===== src/core/dic_pkg.sv =====
// Purpose: constants, types and helpers of the digital input conditioner
// Assumes: 40 MHz clk, AHB-Lite register access, word transfers only
// Notes:   offsets are byte addresses of aligned 32-bit words
//
// Overview of operation
// - each filter samples its inputs every 2 to 10 ms, default 6 ms.
// - a filtered input follows only after 1..10 equal samples, def 2.
// - a per-input select bit picks filter 1 (0) or filter 2 (1).
// - too many changes within the disable window lock and freeze it.
// - a locked input returns after a quiet enable window or a command.
// - lockout acts only on inputs whose auto-disable bit is 1.
// - with supply control on, low supply invalidates every input.
// - supply level codes 0..4 stand for 24/48/125/125(>65%)/250 V.
// - a nonzero selector names a reference input that gates every input, itself included.
// - each logic signal takes at most one physical input.
// - an unassigned element enable reads as logic 1.
// - enables come from panel buttons, an input level or commands.
// - an element out of service drives none of its signals.
package dic_pkg;

  localparam int NIN = 8;
  localparam int NEL = 4;
  localparam int NLOG = 8;

  // --------------------------------------------------------------------
  // timing
  // --------------------------------------------------------------------
  localparam int CLK_HZ = 40_000_000;
  localparam int TICK_US = 1000;
  localparam int TICK_CYC = CLK_HZ / 1_000_000 * TICK_US;
  localparam int MS_PER_S = 1000;

  // --------------------------------------------------------------------
  // setting limits
  // --------------------------------------------------------------------
  localparam logic [5:0] PER_MIN = 6'h02;
  localparam logic [5:0] PER_MAX = 6'h0a;
  localparam logic [5:0] SAMP_MIN = 6'h01;
  localparam logic [5:0] SAMP_MAX = 6'h0a;
  localparam logic [5:0] CHG_MIN = 6'h02;
  localparam logic [5:0] CHG_MAX = 6'h3c;
  localparam logic [5:0] WIN_MIN = 6'h01;
  localparam logic [5:0] WIN_MAX = 6'h1e;

  // supply level codes and their activation thresholds in volts
  localparam logic [2:0] LVL_24 = 3'h0;
  localparam logic [2:0] LVL_48 = 3'h1;
  localparam logic [2:0] LVL_125 = 3'h2;
  localparam logic [2:0] LVL_125H = 3'h3;
  localparam logic [2:0] LVL_250 = 3'h4;
  localparam logic [9:0] THR_24 = 10'h012;
  localparam logic [9:0] THR_48 = 10'h024;
  localparam logic [9:0] THR_125 = 10'h05e;
  localparam logic [9:0] THR_125H = 10'h051;
  localparam logic [9:0] THR_250 = 10'h0bc;

  // --------------------------------------------------------------------
  // register map
  // --------------------------------------------------------------------
  localparam logic [7:0] OFF_CTRL = 8'h00;
  localparam logic [7:0] OFF_FCFG = 8'h04;
  localparam logic [7:0] OFF_FSEL = 8'h08;
  localparam logic [7:0] OFF_AUTO = 8'h0c;
  localparam logic [7:0] OFF_CCFG = 8'h10;
  localparam logic [7:0] OFF_ENCMD = 8'h14;
  localparam logic [7:0] OFF_STAT = 8'h18;
  localparam logic [7:0] OFF_IST = 8'h1c;
  localparam logic [7:0] OFF_ICLR = 8'h20;
  localparam logic [7:0] OFF_IEN = 8'h24;
  localparam logic [7:0] OFF_SVC = 8'h28;
  localparam logic [7:0] OFF_ESRC = 8'h2c;
  localparam logic [7:0] OFF_ECMD = 8'h30;
  localparam logic [7:0] OFF_LMAP = 8'h34;

  localparam int CTRL_SUP = 0;
  localparam int CTRL_LVL = 1;
  localparam int CTRL_SEL = 4;
  localparam int FCFG_PER1 = 0;
  localparam int FCFG_NS1 = 4;
  localparam int FCFG_PER2 = 8;
  localparam int FCFG_NS2 = 12;
  localparam int CCFG_DCH = 0;
  localparam int CCFG_DT = 8;
  localparam int CCFG_ECH = 16;
  localparam int CCFG_ET = 24;
  localparam int STAT_LCK = 8;
  localparam int STAT_SOK = 16;
  localparam int ECMD_OFF = 8;
  localparam int ESRC_W = 8;
  localparam int ESRC_IDX = 2;

  localparam logic [31:0] CTRL_RST = 32'h0000_0000;
  localparam logic [15:0] FCFG_RST = 16'h2626;
  localparam logic [31:0] CCFG_RST = 32'h0205_0205;
  localparam logic [7:0] AUTO_RST = 8'hff;

  localparam logic [1:0] SRC_NONE = 2'h0;
  localparam logic [1:0] SRC_INPUT = 2'h1;
  localparam logic [1:0] SRC_LATCH = 2'h2;

  localparam int IRQ_CHG = 0;
  localparam int IRQ_LOCK = 1;
  localparam int IRQ_UNLK = 2;
  localparam int IRQ_SUP = 3;
  localparam int NIRQ = 4;

  typedef enum logic {CH_FREE, CH_LOCKED} dic_chat_e;

  function automatic logic [5:0] clamp6(input logic [5:0] v,
                                        input logic [5:0] lo,
                                        input logic [5:0] hi);
    clamp6 = (v < lo) ? lo : ((v > hi) ? hi : v);
  endfunction

endpackage


===== src/core/dic_filt_if.sv =====
// Purpose: sample strobe and sample count of one input filter
// Assumes: strobe is a one-cycle pulse on clk
// Notes:   gen drives, sink reads
interface dic_filt_if;
  logic strobe;
  logic [3:0] nsamp;
  modport gen (output strobe, output nsamp);
  modport sink (input strobe, input nsamp);
endinterface


===== src/core/dic_top.sv =====
// Purpose: status contact input conditioner with element enable logic
// Assumes: contact and button pins are asynchronous, the rest is on clk
// Notes:   registers on AHB-Lite, reads take one wait state
module dic_top #(
  parameter int TICK_CYC = dic_pkg::TICK_CYC
) (
  input wire logic clk,
  input wire logic sys_rst,
  input wire logic hsel,
  input wire logic [31:0] haddr,
  input wire logic [1:0] htrans,
  input wire logic hwrite,
  input wire logic [2:0] hsize,
  input wire logic hready,
  input wire logic [31:0] hwdata,
  output logic [31:0] hrdata,
  output logic hreadyout,
  output logic hresp,
  output logic irq,
  input wire logic [dic_pkg::NIN-1:0] contact_inputs,
  input wire logic [9:0] vdc_volts,
  input wire logic [dic_pkg::NEL-1:0] panel_on,
  input wire logic [dic_pkg::NEL-1:0] panel_off,
  input wire logic [dic_pkg::NEL-1:0] elem_sig_raw,
  output logic [dic_pkg::NIN-1:0] di_value,
  output logic [dic_pkg::NIN-1:0] di_valid,
  output logic [dic_pkg::NLOG-1:0] logic_in,
  output logic [dic_pkg::NEL-1:0] elem_active,
  output logic [dic_pkg::NEL-1:0] elem_sig_out
);

  localparam int NIN = dic_pkg::NIN;
  localparam int NEL = dic_pkg::NEL;
  localparam int NSY = NIN + 2 * NEL;

  // picks input n (1-based) of v; 0 or past the end reads as 0
  function automatic logic pick(input logic [NIN-1:0] v,
                                input logic [5:0] n);
    pick = 1'b0;
    for (int k = 0; k < NIN; k++) begin
      if (n == 6'(k + 1)) begin
        pick = v[k];
      end
    end
  endfunction

  function automatic logic [14:0] win_ms(input logic [4:0] s);
    win_ms = 15'(dic_pkg::clamp6({1'b0, s}, dic_pkg::WIN_MIN,
                                 dic_pkg::WIN_MAX)) * 15'(dic_pkg::MS_PER_S);
  endfunction

  function automatic logic [9:0] thr(input logic [2:0] lvl);
    case (lvl)
      dic_pkg::LVL_48: thr = dic_pkg::THR_48;
      dic_pkg::LVL_125: thr = dic_pkg::THR_125;
      dic_pkg::LVL_125H: thr = dic_pkg::THR_125H;
      dic_pkg::LVL_250: thr = dic_pkg::THR_250;
      default: thr = dic_pkg::THR_24;
    endcase
  endfunction

  // ----------------------------------------------------------------------
  // configuration registers
  // ----------------------------------------------------------------------
  logic [31:0] ctrl_r;
  logic [15:0] fcfg_r;
  logic [NIN-1:0] fsel_r;
  logic [NIN-1:0] auto_r;
  logic [31:0] ccfg_r;
  logic [NEL-1:0] svc_r;
  logic [31:0] esrc_r;
  logic [31:0] lmap_r;
  logic [dic_pkg::NIRQ-1:0] ien_r;
  logic [dic_pkg::NIRQ-1:0] ist_r;

  // bus state
  logic acc;
  logic wr_pend_r;
  logic rd_pend_r;
  logic [7:0] addr_r;
  logic [31:0] rd_mux;

  // input path
  logic [NSY-1:0] sync1_r;
  logic [NSY-1:0] sync2_r;
  logic [NIN-1:0] pin_s;
  logic [15:0] tick_cnt_r;
  logic ms_tick_r;
  logic [1:0] stb;
  logic [3:0] ns [2];
  logic [NIN-1:0] filt_r;
  logic [NIN-1:0] filt_d_r;
  logic [3:0] dcnt_r [NIN];
  logic [NIN-1:0] chg;

  // chatter supervision
  dic_pkg::dic_chat_e st_r [NIN];
  logic [5:0] ccnt_r [NIN];
  logic [14:0] tmr_r [NIN];
  logic [NIN-1:0] lk;
  logic [NIN-1:0] lk_d_r;
  logic [NIN-1:0] en_cmd;
  logic [5:0] dch;
  logic [5:0] ech;
  logic [14:0] wdis;
  logic [14:0] wen;

  // supply and elements
  logic sup_ok;
  logic sup_ok_r;
  logic [NEL-1:0] elat_r;
  logic [NEL-1:0] e_on;
  logic [NEL-1:0] e_off;
  logic [NEL-1:0] en_nxt;
  logic [NEL-1:0] act_nxt;
  logic [dic_pkg::NIRQ-1:0] evt;

  dic_filt_if f1 ();
  dic_filt_if f2 ();

  // ----------------------------------------------------------------------
  // AHB-Lite slave
  // ----------------------------------------------------------------------
  // writes land in the data phase with no wait; reads add one wait state
  // so that a read right after a write sees the new value
  assign acc = hsel && hready && htrans[1];

  always_ff @(posedge clk) begin
    if (sys_rst) begin
      wr_pend_r <= 1'b0;
      rd_pend_r <= 1'b0;
      addr_r <= '0;
      hreadyout <= 1'b1;
      hrdata <= '0;
      hresp <= 1'b0;
    end else begin
      wr_pend_r <= acc && hwrite;
      rd_pend_r <= acc && !hwrite;
      hreadyout <= !(acc && !hwrite);
      hresp <= 1'b0;
      if (acc) begin
        addr_r <= {haddr[7:2], 2'b00};
      end
      if (rd_pend_r) begin
        hrdata <= rd_mux;
      end
    end
  end

  always_comb begin
    rd_mux = '0;
    case (addr_r)
      dic_pkg::OFF_CTRL: rd_mux = ctrl_r;
      dic_pkg::OFF_FCFG: rd_mux = {16'h0000, fcfg_r};
      dic_pkg::OFF_FSEL: rd_mux = 32'(fsel_r);
      dic_pkg::OFF_AUTO: rd_mux = 32'(auto_r);
      dic_pkg::OFF_CCFG: rd_mux = ccfg_r;
      dic_pkg::OFF_STAT: rd_mux = 32'(di_value)
                                  | (32'(lk) << dic_pkg::STAT_LCK)
                                  | (32'(sup_ok_r) << dic_pkg::STAT_SOK);
      dic_pkg::OFF_IST: rd_mux = 32'(ist_r);
      dic_pkg::OFF_IEN: rd_mux = 32'(ien_r);
      dic_pkg::OFF_SVC: rd_mux = 32'(svc_r);
      dic_pkg::OFF_ESRC: rd_mux = esrc_r;
      dic_pkg::OFF_LMAP: rd_mux = lmap_r;
      default: rd_mux = '0;
    endcase
  end

  always_ff @(posedge clk) begin
    if (sys_rst) begin
      ctrl_r <= dic_pkg::CTRL_RST;
      fcfg_r <= dic_pkg::FCFG_RST;
      fsel_r <= '0;
      auto_r <= dic_pkg::AUTO_RST;
      ccfg_r <= dic_pkg::CCFG_RST;
      svc_r <= '0;
      esrc_r <= '0;
      lmap_r <= '0;
      ien_r <= '0;
    end else if (wr_pend_r) begin
      case (addr_r)
        dic_pkg::OFF_CTRL: ctrl_r <= {22'h00_0000, hwdata[9:0]};
        dic_pkg::OFF_FCFG: fcfg_r <= hwdata[15:0];
        dic_pkg::OFF_FSEL: fsel_r <= hwdata[NIN-1:0];
        dic_pkg::OFF_AUTO: auto_r <= hwdata[NIN-1:0];
        dic_pkg::OFF_CCFG: ccfg_r <= hwdata & 32'h1f3f_1f3f;
        dic_pkg::OFF_IEN: ien_r <= hwdata[dic_pkg::NIRQ-1:0];
        dic_pkg::OFF_SVC: svc_r <= hwdata[NEL-1:0];
        dic_pkg::OFF_ESRC: esrc_r <= hwdata;
        dic_pkg::OFF_LMAP: lmap_r <= hwdata;
        default: ;
      endcase
    end
  end

  assign en_cmd = (wr_pend_r && addr_r == dic_pkg::OFF_ENCMD) ?
                  hwdata[NIN-1:0] : '0;

  // ----------------------------------------------------------------------
  // synchronisers and millisecond tick
  // ----------------------------------------------------------------------
  always_ff @(posedge clk) begin
    if (sys_rst) begin
      sync1_r <= '0;
      sync2_r <= '0;
    end else begin
      sync1_r <= {panel_off, panel_on, contact_inputs};
      sync2_r <= sync1_r;
    end
  end

  assign pin_s = sync2_r[NIN-1:0];

  always_ff @(posedge clk) begin
    if (sys_rst) begin
      tick_cnt_r <= '0;
      ms_tick_r <= 1'b0;
    end else if (tick_cnt_r == 16'(TICK_CYC - 1)) begin
      tick_cnt_r <= '0;
      ms_tick_r <= 1'b1;
    end else begin
      tick_cnt_r <= tick_cnt_r + 16'h0001;
      ms_tick_r <= 1'b0;
    end
  end

  // ----------------------------------------------------------------------
  // debounce filters
  // ----------------------------------------------------------------------
  dic_filter u_filt1 (
    .clk(clk),
    .sys_rst(sys_rst),
    .ms_tick(ms_tick_r),
    .per_cfg(fcfg_r[dic_pkg::FCFG_PER1 +: 4]),
    .ns_cfg(fcfg_r[dic_pkg::FCFG_NS1 +: 4]),
    .f(f1.gen)
  );

  dic_filter u_filt2 (
    .clk(clk),
    .sys_rst(sys_rst),
    .ms_tick(ms_tick_r),
    .per_cfg(fcfg_r[dic_pkg::FCFG_PER2 +: 4]),
    .ns_cfg(fcfg_r[dic_pkg::FCFG_NS2 +: 4]),
    .f(f2.gen)
  );

  assign stb = {f2.strobe, f1.strobe};
  assign ns[0] = f1.nsamp;
  assign ns[1] = f2.nsamp;

  always_ff @(posedge clk) begin
    if (sys_rst) begin
      filt_r <= '0;
      filt_d_r <= '0;
      dcnt_r <= '{default: '0};
    end else begin
      filt_d_r <= filt_r;
      for (int i = 0; i < NIN; i++) begin
        if (stb[fsel_r[i]]) begin
          if (pin_s[i] == filt_r[i]) begin
            dcnt_r[i] <= '0;
          end else if (dcnt_r[i] + 4'h1 >= ns[fsel_r[i]]) begin
            filt_r[i] <= pin_s[i];
            dcnt_r[i] <= '0;
          end else begin
            dcnt_r[i] <= dcnt_r[i] + 4'h1;
          end
        end
      end
    end
  end

  assign chg = filt_r ^ filt_d_r;

  // ----------------------------------------------------------------------
  // chatter supervision
  // ----------------------------------------------------------------------
  assign dch = dic_pkg::clamp6(ccfg_r[dic_pkg::CCFG_DCH +: 6],
                               dic_pkg::CHG_MIN, dic_pkg::CHG_MAX);
  assign ech = dic_pkg::clamp6(ccfg_r[dic_pkg::CCFG_ECH +: 6],
                               dic_pkg::CHG_MIN, dic_pkg::CHG_MAX);
  assign wdis = win_ms(ccfg_r[dic_pkg::CCFG_DT +: 5]);
  assign wen = win_ms(ccfg_r[dic_pkg::CCFG_ET +: 5]);

  // the disable window opens at the first change, the enable window at lock; both tick in whole milliseconds
  always_ff @(posedge clk) begin
    if (sys_rst) begin
      st_r <= '{default: dic_pkg::CH_FREE};
      ccnt_r <= '{default: '0};
      tmr_r <= '{default: '0};
    end else begin
      for (int i = 0; i < NIN; i++) begin
        case (st_r[i])
          dic_pkg::CH_FREE: begin
            if (chg[i]) begin
              if (auto_r[i] && tmr_r[i] != '0
                  && ccnt_r[i] + 6'h01 > dch) begin
                st_r[i] <= dic_pkg::CH_LOCKED;
                ccnt_r[i] <= '0;
                tmr_r[i] <= wen;
              end else if (tmr_r[i] == '0) begin
                ccnt_r[i] <= 6'h01;
                tmr_r[i] <= wdis;
              end else if (ccnt_r[i] != 6'h3f) begin
                ccnt_r[i] <= ccnt_r[i] + 6'h01;
              end
            end else if (ms_tick_r && tmr_r[i] != '0) begin
              tmr_r[i] <= tmr_r[i] - 15'h0001;
              if (tmr_r[i] == 15'h0001) begin
                ccnt_r[i] <= '0;
              end
            end
          end
          dic_pkg::CH_LOCKED: begin
            if (en_cmd[i] || !auto_r[i]) begin
              st_r[i] <= dic_pkg::CH_FREE;
              ccnt_r[i] <= '0;
              tmr_r[i] <= '0;
            end else if (ms_tick_r && tmr_r[i] == 15'h0001) begin
              ccnt_r[i] <= '0;
              if (ccnt_r[i] <= ech) begin
                st_r[i] <= dic_pkg::CH_FREE;
                tmr_r[i] <= '0;
              end else begin
                tmr_r[i] <= wen;
              end
            end else begin
              if (ms_tick_r) begin
                tmr_r[i] <= tmr_r[i] - 15'h0001;
              end
              if (chg[i] && ccnt_r[i] != 6'h3f) begin
                ccnt_r[i] <= ccnt_r[i] + 6'h01;
              end
            end
          end
          default: st_r[i] <= dic_pkg::CH_FREE;
        endcase
      end
    end
  end

  always_comb begin
    for (int i = 0; i < NIN; i++) begin
      lk[i] = (st_r[i] == dic_pkg::CH_LOCKED);
    end
  end

  // ----------------------------------------------------------------------
  // supply supervision and validated outputs
  // ----------------------------------------------------------------------
  // the reference input is read before any freezing, otherwise a lost
  // supply could never be seen to come back
  assign sup_ok = (!ctrl_r[dic_pkg::CTRL_SUP]
                   || vdc_volts >= thr(ctrl_r[dic_pkg::CTRL_LVL +: 3]))
                  && (ctrl_r[dic_pkg::CTRL_SEL +: 6] == 6'h00
                   || pick(filt_r, ctrl_r[dic_pkg::CTRL_SEL +: 6]));

  always_ff @(posedge clk) begin
    if (sys_rst) begin
      di_value <= '0;
      di_valid <= '0;
      sup_ok_r <= 1'b1;
      lk_d_r <= '0;
    end else begin
      sup_ok_r <= sup_ok;
      lk_d_r <= lk;
      for (int i = 0; i < NIN; i++) begin
        di_valid[i] <= sup_ok && !lk[i];
        if (sup_ok && !lk[i]) begin
          di_value[i] <= filt_r[i];
        end
      end
    end
  end

  always_ff @(posedge clk) begin
    if (sys_rst) begin
      logic_in <= '0;
    end else begin
      for (int k = 0; k < dic_pkg::NLOG; k++) begin
        logic_in[k] <= pick(di_value, {2'b00, lmap_r[k * 4 +: 4]});
      end
    end
  end

  // ----------------------------------------------------------------------
  // element enable
  // ----------------------------------------------------------------------
  assign e_on = sync2_r[NIN +: NEL] | ((wr_pend_r
                && addr_r == dic_pkg::OFF_ECMD) ? hwdata[NEL-1:0] : '0);
  assign e_off = sync2_r[NIN + NEL +: NEL] | ((wr_pend_r
                 && addr_r == dic_pkg::OFF_ECMD) ?
                 hwdata[dic_pkg::ECMD_OFF +: NEL] : '0);

  // off wins over on: a stuck button must not hold an element in service
  always_ff @(posedge clk) begin
    if (sys_rst) begin
      elat_r <= '1;
    end else begin
      elat_r <= (elat_r | e_on) & ~e_off;
    end
  end

  always_comb begin
    for (int e = 0; e < NEL; e++) begin
      case (esrc_r[e * dic_pkg::ESRC_W +: 2])
        dic_pkg::SRC_INPUT: en_nxt[e] = pick(di_value, {2'b00,
          esrc_r[e * dic_pkg::ESRC_W + dic_pkg::ESRC_IDX +: 4]});
        dic_pkg::SRC_LATCH: en_nxt[e] = elat_r[e];
        default: en_nxt[e] = 1'b1;
      endcase
      act_nxt[e] = svc_r[e] && en_nxt[e];
    end
  end

  always_ff @(posedge clk) begin
    if (sys_rst) begin
      elem_active <= '0;
      elem_sig_out <= '0;
    end else begin
      elem_active <= act_nxt;
      elem_sig_out <= elem_sig_raw & act_nxt;
    end
  end

  // ----------------------------------------------------------------------
  // interrupts
  // ----------------------------------------------------------------------
  assign evt[dic_pkg::IRQ_CHG] = |chg;
  assign evt[dic_pkg::IRQ_LOCK] = |(lk & ~lk_d_r);
  assign evt[dic_pkg::IRQ_UNLK] = |(~lk & lk_d_r);
  assign evt[dic_pkg::IRQ_SUP] = sup_ok_r && !sup_ok;

  // a new event in the clearing cycle stays set
  always_ff @(posedge clk) begin
    if (sys_rst) begin
      ist_r <= '0;
      irq <= 1'b0;
    end else begin
      ist_r <= (ist_r & ~((wr_pend_r && addr_r == dic_pkg::OFF_ICLR) ?
                hwdata[dic_pkg::NIRQ-1:0] : '0)) | evt;
      irq <= |(ist_r & ien_r);
    end
  end

endmodule


===== src/core/dic_filter.sv =====
// Purpose: sampling period generator of one input filter
// Assumes: ms_tick is a one-cycle pulse every millisecond
// Notes:   out-of-range settings are clamped to the legal range
module dic_filter (
  input wire logic clk,
  input wire logic sys_rst,
  input wire logic ms_tick,
  input wire logic [3:0] per_cfg,
  input wire logic [3:0] ns_cfg,
  dic_filt_if.gen f
);

  logic [3:0] per;
  logic [3:0] pcnt_r;
  logic stb_r;

  assign per = 4'(dic_pkg::clamp6({2'b00, per_cfg}, dic_pkg::PER_MIN,
                                  dic_pkg::PER_MAX));
  assign f.nsamp = 4'(dic_pkg::clamp6({2'b00, ns_cfg}, dic_pkg::SAMP_MIN,
                                      dic_pkg::SAMP_MAX));
  assign f.strobe = stb_r;

  always_ff @(posedge clk) begin
    if (sys_rst) begin
      pcnt_r <= '0;
      stb_r <= 1'b0;
    end else begin
      stb_r <= 1'b0;
      if (ms_tick) begin
        if (pcnt_r + 4'h1 >= per) begin
          pcnt_r <= '0;
          stb_r <= 1'b1;
        end else begin
          pcnt_r <= pcnt_r + 4'h1;
        end
      end
    end
  end

endmodule


===== config.mk =====
export PLATFORM = sky130hd
export DESIGN_NAME = dic_top
export DESIGN_NICKNAME = d
export VERILOG_FILES = /design/src/core/dic_pkg.sv /design/src/core/dic_filt_if.sv /design/src/core/dic_top.sv /design/src/core/dic_filter.sv
export SDC_FILE = /design/constraint.sdc
export NUM_CORES = 2
export LEC_CHECK = 0
export BUFFER_PORTS_ARGS = -buffer_cell sky130_fd_sc_hd__buf_2
export CORE_MARGIN = 2
export CORE_UTILIZATION = 30
export CTS_CLUSTER_DIAMETER = 50
export DETAILED_ROUTE_END_ITERATION = 7
export PLACE_DENSITY = 0.43
export SLEW_MARGIN = 20
export SYNTH_ARGS = -nofsm -noshare
export SYNTH_HDL_FRONTEND = slang
export SYNTH_SLANG_ARGS = --single-unit

===== constraint.sdc =====
create_clock -name clk -period 6.3 [get_ports clk]
set_clock_uncertainty 0.1 [all_clocks]
set_input_delay 1.26 -clock clk [delete_from_list [all_inputs] [get_ports clk]]
set_output_delay 1.26 -clock clk [all_outputs]
set_load 0.02 [all_outputs]

Word level (Yosys, flattened, before mapping)
Cells that the tools add are included.
{"block": "word_totals", "register_bits": 510, "inputBits": 104, "out_inout_bits": 67, "word_cells": 951}
{"block": "op_classes", "add_sub_neg": 27, "multipliers": 2, "n_lt_le_gt_ge": 59, "eq_ne": 202, "mux": 391, "bitwise": 42, "reduce_logical": 148}
{"op": "$mux W15", "count": 64}
{"op": "$mux W6", "count": 76}
{"op": "$pmux W32 S11", "count": 1}
{"op": "$pmux W15 S2", "count": 8}
{"op": "$mux W4", "count": 53}
{"op": "$eq A4 B3 Y1 const B", "count": 48}
{"op": "$mux W1", "count": 163}
{"op": "$eq A15 B1 Y1 const B", "count": 8}
{"op": "$logic_not A15 Y1", "count": 8}
{"op": "$reduce_bool A15 Y1", "count": 8}
{"op": "$sub A15 B1 Y15 const B", "count": 8}
{"op": "$eq A4 B2 Y1 const B", "count": 24}
{"op": "$pmux W6 S2", "count": 8}
{"op": "$logic_and A1 B1 Y1", "count": 61}
{"op": "$add A6 B1 Y6 const B", "count": 8}
{"op": "$eq A4 B1 Y1 const B", "count": 12}
{"op": "$eq A4 B4 Y1 const B", "count": 12}
{"op": "$eq A6 B3 Y1 const B", "count": 8}
{"op": "$gt A6 B6 Y1", "count": 8}
{"op": "$le A6 B6 Y1", "count": 8}
{"op": "$ne A3 B3 Y1 const B", "count": 16}
{"op": "$ne A6 B6 Y1 const B", "count": 8}
{"op": "$reduce_and A3 Y1", "count": 16}
{"op": "$eq A6 B4 Y1 const B", "count": 7}
{"op": "50 further kinds", "count": 230}

Logic depth before layout (Yosys ltp)
{"block": "logic_depth", "word_depth": 14, "ltp_mapped": 19, "depth_no_buf": 19}

Cells and area by module
Synthesis repeated with hierarchy kept, for this count alone.
{"block": "unflattened", "hier_cells": 3760, "hier_area_um2": 31328.8}
{"mod": "dic_top", "instances": 1, "cells_each": 3666, "area_per_inst_um2": 30510.5, "seq_area_each_um2": 10009.6}
{"mod": "dic_filter", "instances": 2, "cells_each": 47, "area_per_inst_um2": 409.1, "seq_area_each_um2": 100.1}

Least setup slack after synthesis
No wires, ideal clock.
{"block": "synth_timing", "path_type": "register to register", "startpoint": "register ccfg_r[11]", "endpoint": "register tmr_r[59] (netlist bit)", "setup_ns": 0.095, "arrival_time_ns": 4.554, "required_time_ns": 6.105, "slack_ns": 1.550, "path_stages_with_launch": 20, "n_path_buf": 0, "period_less_slack_ns": 4.750, "path_cell_list": "dfxtp_1 > inv_1 > ha_1 > o31ai_1 > nand2_1 > nand2_1 > inv_1 > fa_1 > fa_1 > inv_1 > fa_1 > inv_1 > ha_1 > o21a_1 > o31a_1 > o31ai_1 > a21oi_1 > xnor2_1 > a221oi_1 > a221oi_1"}
{"block": "synth_via", "elab_chain_len": 8, "word_cells_on_any_way": 9, "classes_between": "mul: 1; order compare: 2; mux: 6"}
{"element": "start: declaration", "line": "dic_top.sv:69", "rtl": "logic [31:0] ccfg_r;"}
{"element": "start signal: assignment", "line": "dic_top.sv:176", "rtl": "ccfg_r <= dic_pkg::CCFG_RST;"}
{"element": "start signal: assignment", "line": "dic_top.sv:187", "rtl": "dic_pkg::OFF_CCFG: ccfg_r <= hwdata & 32'h1f3f_1f3f;"}
{"element": "$gt A5 B5 Y1", "line": "dic_pkg.sv:112", "rtl": "clamp6 = (v < lo) ? lo : ((v > hi) ? hi : v);"}
{"element": "$mux W5", "line": "dic_pkg.sv:112"}
{"element": "$mux W5 *", "line": "dic_pkg.sv:112"}
{"element": "$mul A5 B7 Y12 *", "line": "dic_top.sv:49", "rtl": "dic_pkg::WIN_MAX)) * 15'(dic_pkg::MS_PER_S);"}
{"element": "$mux W15 *", "line": "dic_top.sv:303", "rtl": "end else if (tmr_r[i] == '0) begin"}
{"element": "$mux W15 *", "line": "dic_top.sv:298", "rtl": "if (auto_r[i] && tmr_r[i] != '0"}
{"element": "$mux W15 *", "line": "dic_top.sv:297", "rtl": "if (chg[i]) begin"}
{"element": "$pmux W15 S2 *", "line": "dic_top.sv:295", "rtl": "case (st_r[i])"}
{"element": "end signal: indexed assignment", "line": "dic_top.sv:302", "rtl": "tmr_r[i] <= wen;"}
{"element": "end signal: indexed assignment", "line": "dic_top.sv:305", "rtl": "tmr_r[i] <= wdis;"}
{"element": "end signal: indexed assignment", "line": "dic_top.sv:310", "rtl": "tmr_r[i] <= tmr_r[i] - 15'h0001;"}
{"element": "end: declaration", "line": "dic_top.sv:99", "rtl": "logic [14:0] tmr_r [NIN];"}
Every way passes the cells marked *; elsewhere a longest branch is shown, timed or not. The select of a mux whose other input is x is not followed.
A chain may end at the register's enable or synchronous reset.

Worst setup path in the final report
Ends and elaborated chain as after synthesis.

==> results.yml <==
status:
  status: "finished clean"
synth:
  synth_edf_count: 0
  ys_top_cells_by_area: "dfxtp_1, ha_1, a21oi_1"
  ys_ff_latch: 510
  yosysTopAreaCell: "dfxtp_1"
  async_flop_share_pct: 0
  avgSynthCellArea_sq_um: 8.14
  synth-main-ff-cell: "dfxtp_1"
  synth_top_area_share_pct: 32.8
  yosysWarnings: 0
  synthCells: 3822
  synthDistinctLibCells: 96
  yosysSeqAreaShare_pct: 32.8
  syn_nets: 4180
  mappedNetlistArea_sq_um: 31100
timing:
  finalSetupViolations: 0
  worst_slew_pin_slew_ns: 1.18
  slew_headroom_pct: 21.4
  postLayoutSetupSlackWorst_ns: 1.10
  final-hold-violation-count: 0
  holdWs_ns: 0.333
  min_period_over_period_pct: 82.5
  rsz0062_at_grt: "no"
  tns_ns: 0
  fmax_mhz: 192
  min_period_ns: 5.20
  final_max_slew_viol_count: 0
routing:
  routed_wirelength_mm: 119
  vias_per_cell: 5.48
  drt_pass1_iterations: 6
  detail-route-antenna-nets: 0
  drt_iter0_drc: 2792
  wl_per_cell_um: 22.1
  drc: 0
  vias: 29500
setup_path:
  required_ns: 6.77
  crit_type: "flop to flop"
  worst_r2r_endpoint: "tmr_r[59]"
  reg2reg_depth: 20
  endpoint_kind: "flop"
  critPathLaunchType: "flop"
  rrSetupSlack_ns: 1.10
  crit_path_max_fanout: 8
  r2r-start: "ccfg_r[11]"
  arrival_ns: 5.67
cts:
  h-tree-depth: 3
  ctsHoldBuffers: 0
  clockBufferDepth: 3
  clkLatencyLatePin_ns: 0.68
  cts.sinks: 510
  post_cts_buffers: 0
  cts-resized-gates: 0
  tritoncts: "done"
  cts_buffers: 93
  cts_root_buffer: "clkbuf_16"
  clkTransAtPathRegs_ns: 0.05
grt:
  grt_pass1_wl_mm: 180
  grt_pass1_vias: 28100
  grt_util_all_layers_pct: 21.9
  antenna_found_initial: 2
  gr-total-overflow: 0
  grt_max_degree: 179
finish:
  fin_util_pct: 35.6
  nFillCells: 10700
  mostFrequentLayoutCell: "dfxtp_1"
  final_nets: 4291
  layout.cells.non_filler: 5393
  drive_gt1_share_pct: 11.2
  design_area_sq_um: 36800
  area_growth_syn_to_layout_pct: 18.3
  mostFrequentLayoutCells: "dfxtp_1, nand2_1, a21oi_1"
place:
  dp_hpwl_mm: 81.4
  place_ws_ns: 1.04
  dpl_cell_area_sq_um: 33400
  place_congestion: 0.834
  place.detailed.instances: 5216
  portBuffers: 139
job:
  maxCapViolCount: 0
die:
  core_sq_um: 103000
  die_w_um: 326
  fp-row-count: 118
  start_util_pct: 30.1
  die_area_sq_um: 106000
  die_height_um: 326
  io_pins: 171
power_and_ir_drop:
  p_seq_share_pct: 36.3
  power_frac_comb_pct: 2.8
  power.share.switching_pct: 23.8
  p_leak_nw: 14.8
  power.internal_mw: 6.87
  power_mw: 9.02
  ir_drop_uv: 199
  power_switching_mw: 2.15
  power.share.clock_pct: 60.9
  powerDensity_nw_per_um2: 245
min_path:
  min_to: "sync2_r[11]"
  hold_path_depth: 1
  hold_class: "flop to flop"
  hold_start: "sync1_r[11]"
-- power by group through the flow --
stage          combinational [mW]  clock, mW  sequential [mW]
3_5_place_dp                0.253          0             3.34
6_report                    0.253       5.50             3.27
4_1_cts                     0.254       5.60             3.27
3_3_place_gp                0.253          0             3.34
2_1_floorplan               0.124          0             3.34
5_1_grt                     0.274       5.75             3.27
-- synth_stat cells (all sizes together) (16+ instances only) --
master,number
nor4,36
a21o,54
nand2,434
nand4,23
xor2,78
nor2b,97
mux2,22
or4,20
a221oi,51
o211ai,18
xnor2,68
and2,24
nand3b,20
dfxtp,510
nand3,148
o32ai,22
o22ai,27
a31oi,28
o21a,24
o21ai,195
or3,34
nand2b,34
fa,20
a22oi,76
a222oi,51
inv,151
a211oi,71
ha,234
and3,21
mux2i,63
nor3,91
clkbuf,189
o31ai,16
nor2,324
a21oi,345
-- worst max-delay path, stage by stage (launching register included) --
cell and delay (ns):
dfxtp_1 0.40, inv_1 0.17, ha_1 0.25, o31ai_1 0.11
nand2_1 0.15, nand2_1 0.16, inv_1 0.12, fa_1 0.56
fa_1 0.56, inv_1 0.05, fa_1 0.52, inv_1 0.04
ha_1 0.33, o21a_1 0.20, o31a_1 0.13, o31ai_1 0.27
a21oi_1 0.13, xnor2_1 0.17, buf_4 0.27, a221oi_1 0.11
a221oi_1 0.31
-- cell type report --
class	count	area, sq um	area share, %
multi-input cells	2959	19600	53.2
clock inverters	54	826	2.24
well taps	1380	1730	4.69
inverters	152	572	1.55
clock buffers	117	2550	6.92
flip-flops and latches	510	10200	27.8
repair buffers	217	1310	3.57
diodes	4	10.0	0.0272
-- registers in the layout, summed over array words and instances (netlist names), 10 cells and up --
| name | flops |
|---|---|
| hrdata | 32 |
| ccnt_r | 48 |
| sync1_r | 16 |
| lmap_r | 32 |
| ccfg_r | 22 |
| fcfg_r | 16 |
| esrc_r | 32 |
| sync2_r | 16 |
| ctrl_r | 10 |
| tick_cnt_r | 16 |
| tmr_r | 120 |
| dcnt_r | 32 |
-- kinds of logic after synthesis --
| group | synth area share (%) |
|---|---|
| simple gates | 20.9 |
| compound gates | 23.5 |
| flops | 32.8 |
| buf+inv | 4.33 |
| fa+ha+maj | 10.7 |
| xor+xnor | 4.11 |
| mux | 3.69 |
| other cells | 0.0121 |
-- per-layer routing --
layer / track usage (%) / part of all wire (%) / routed length [um]
met1: 31.1 / 47 / 56400
met4: 4.68 / 1.5 / 1820
met3: 3.00 / 6.2 / 7360
met2: 35.1 / 45 / 53800
met5: 0 / 0 / 0
-- worst max-delay path by stage --
stage,from,endpoint,slack (ns),cells past startpoint
after floorplan,ccfg_r[11],tmr_r[59],1.55,19
after global placement,ccfg_r[11],tmr_r[59],1.14,20
after detailed placement,ccfg_r[11],tmr_r[59],1.04,20
after CTS,ccfg_r[11],tmr_r[59],1.07,20
after global routing,ccfg_r[11],tmr_r[59],0.61,20
final,ccfg_r[11],tmr_r[59],1.10,20
Power figures use the tool's default switching activity.
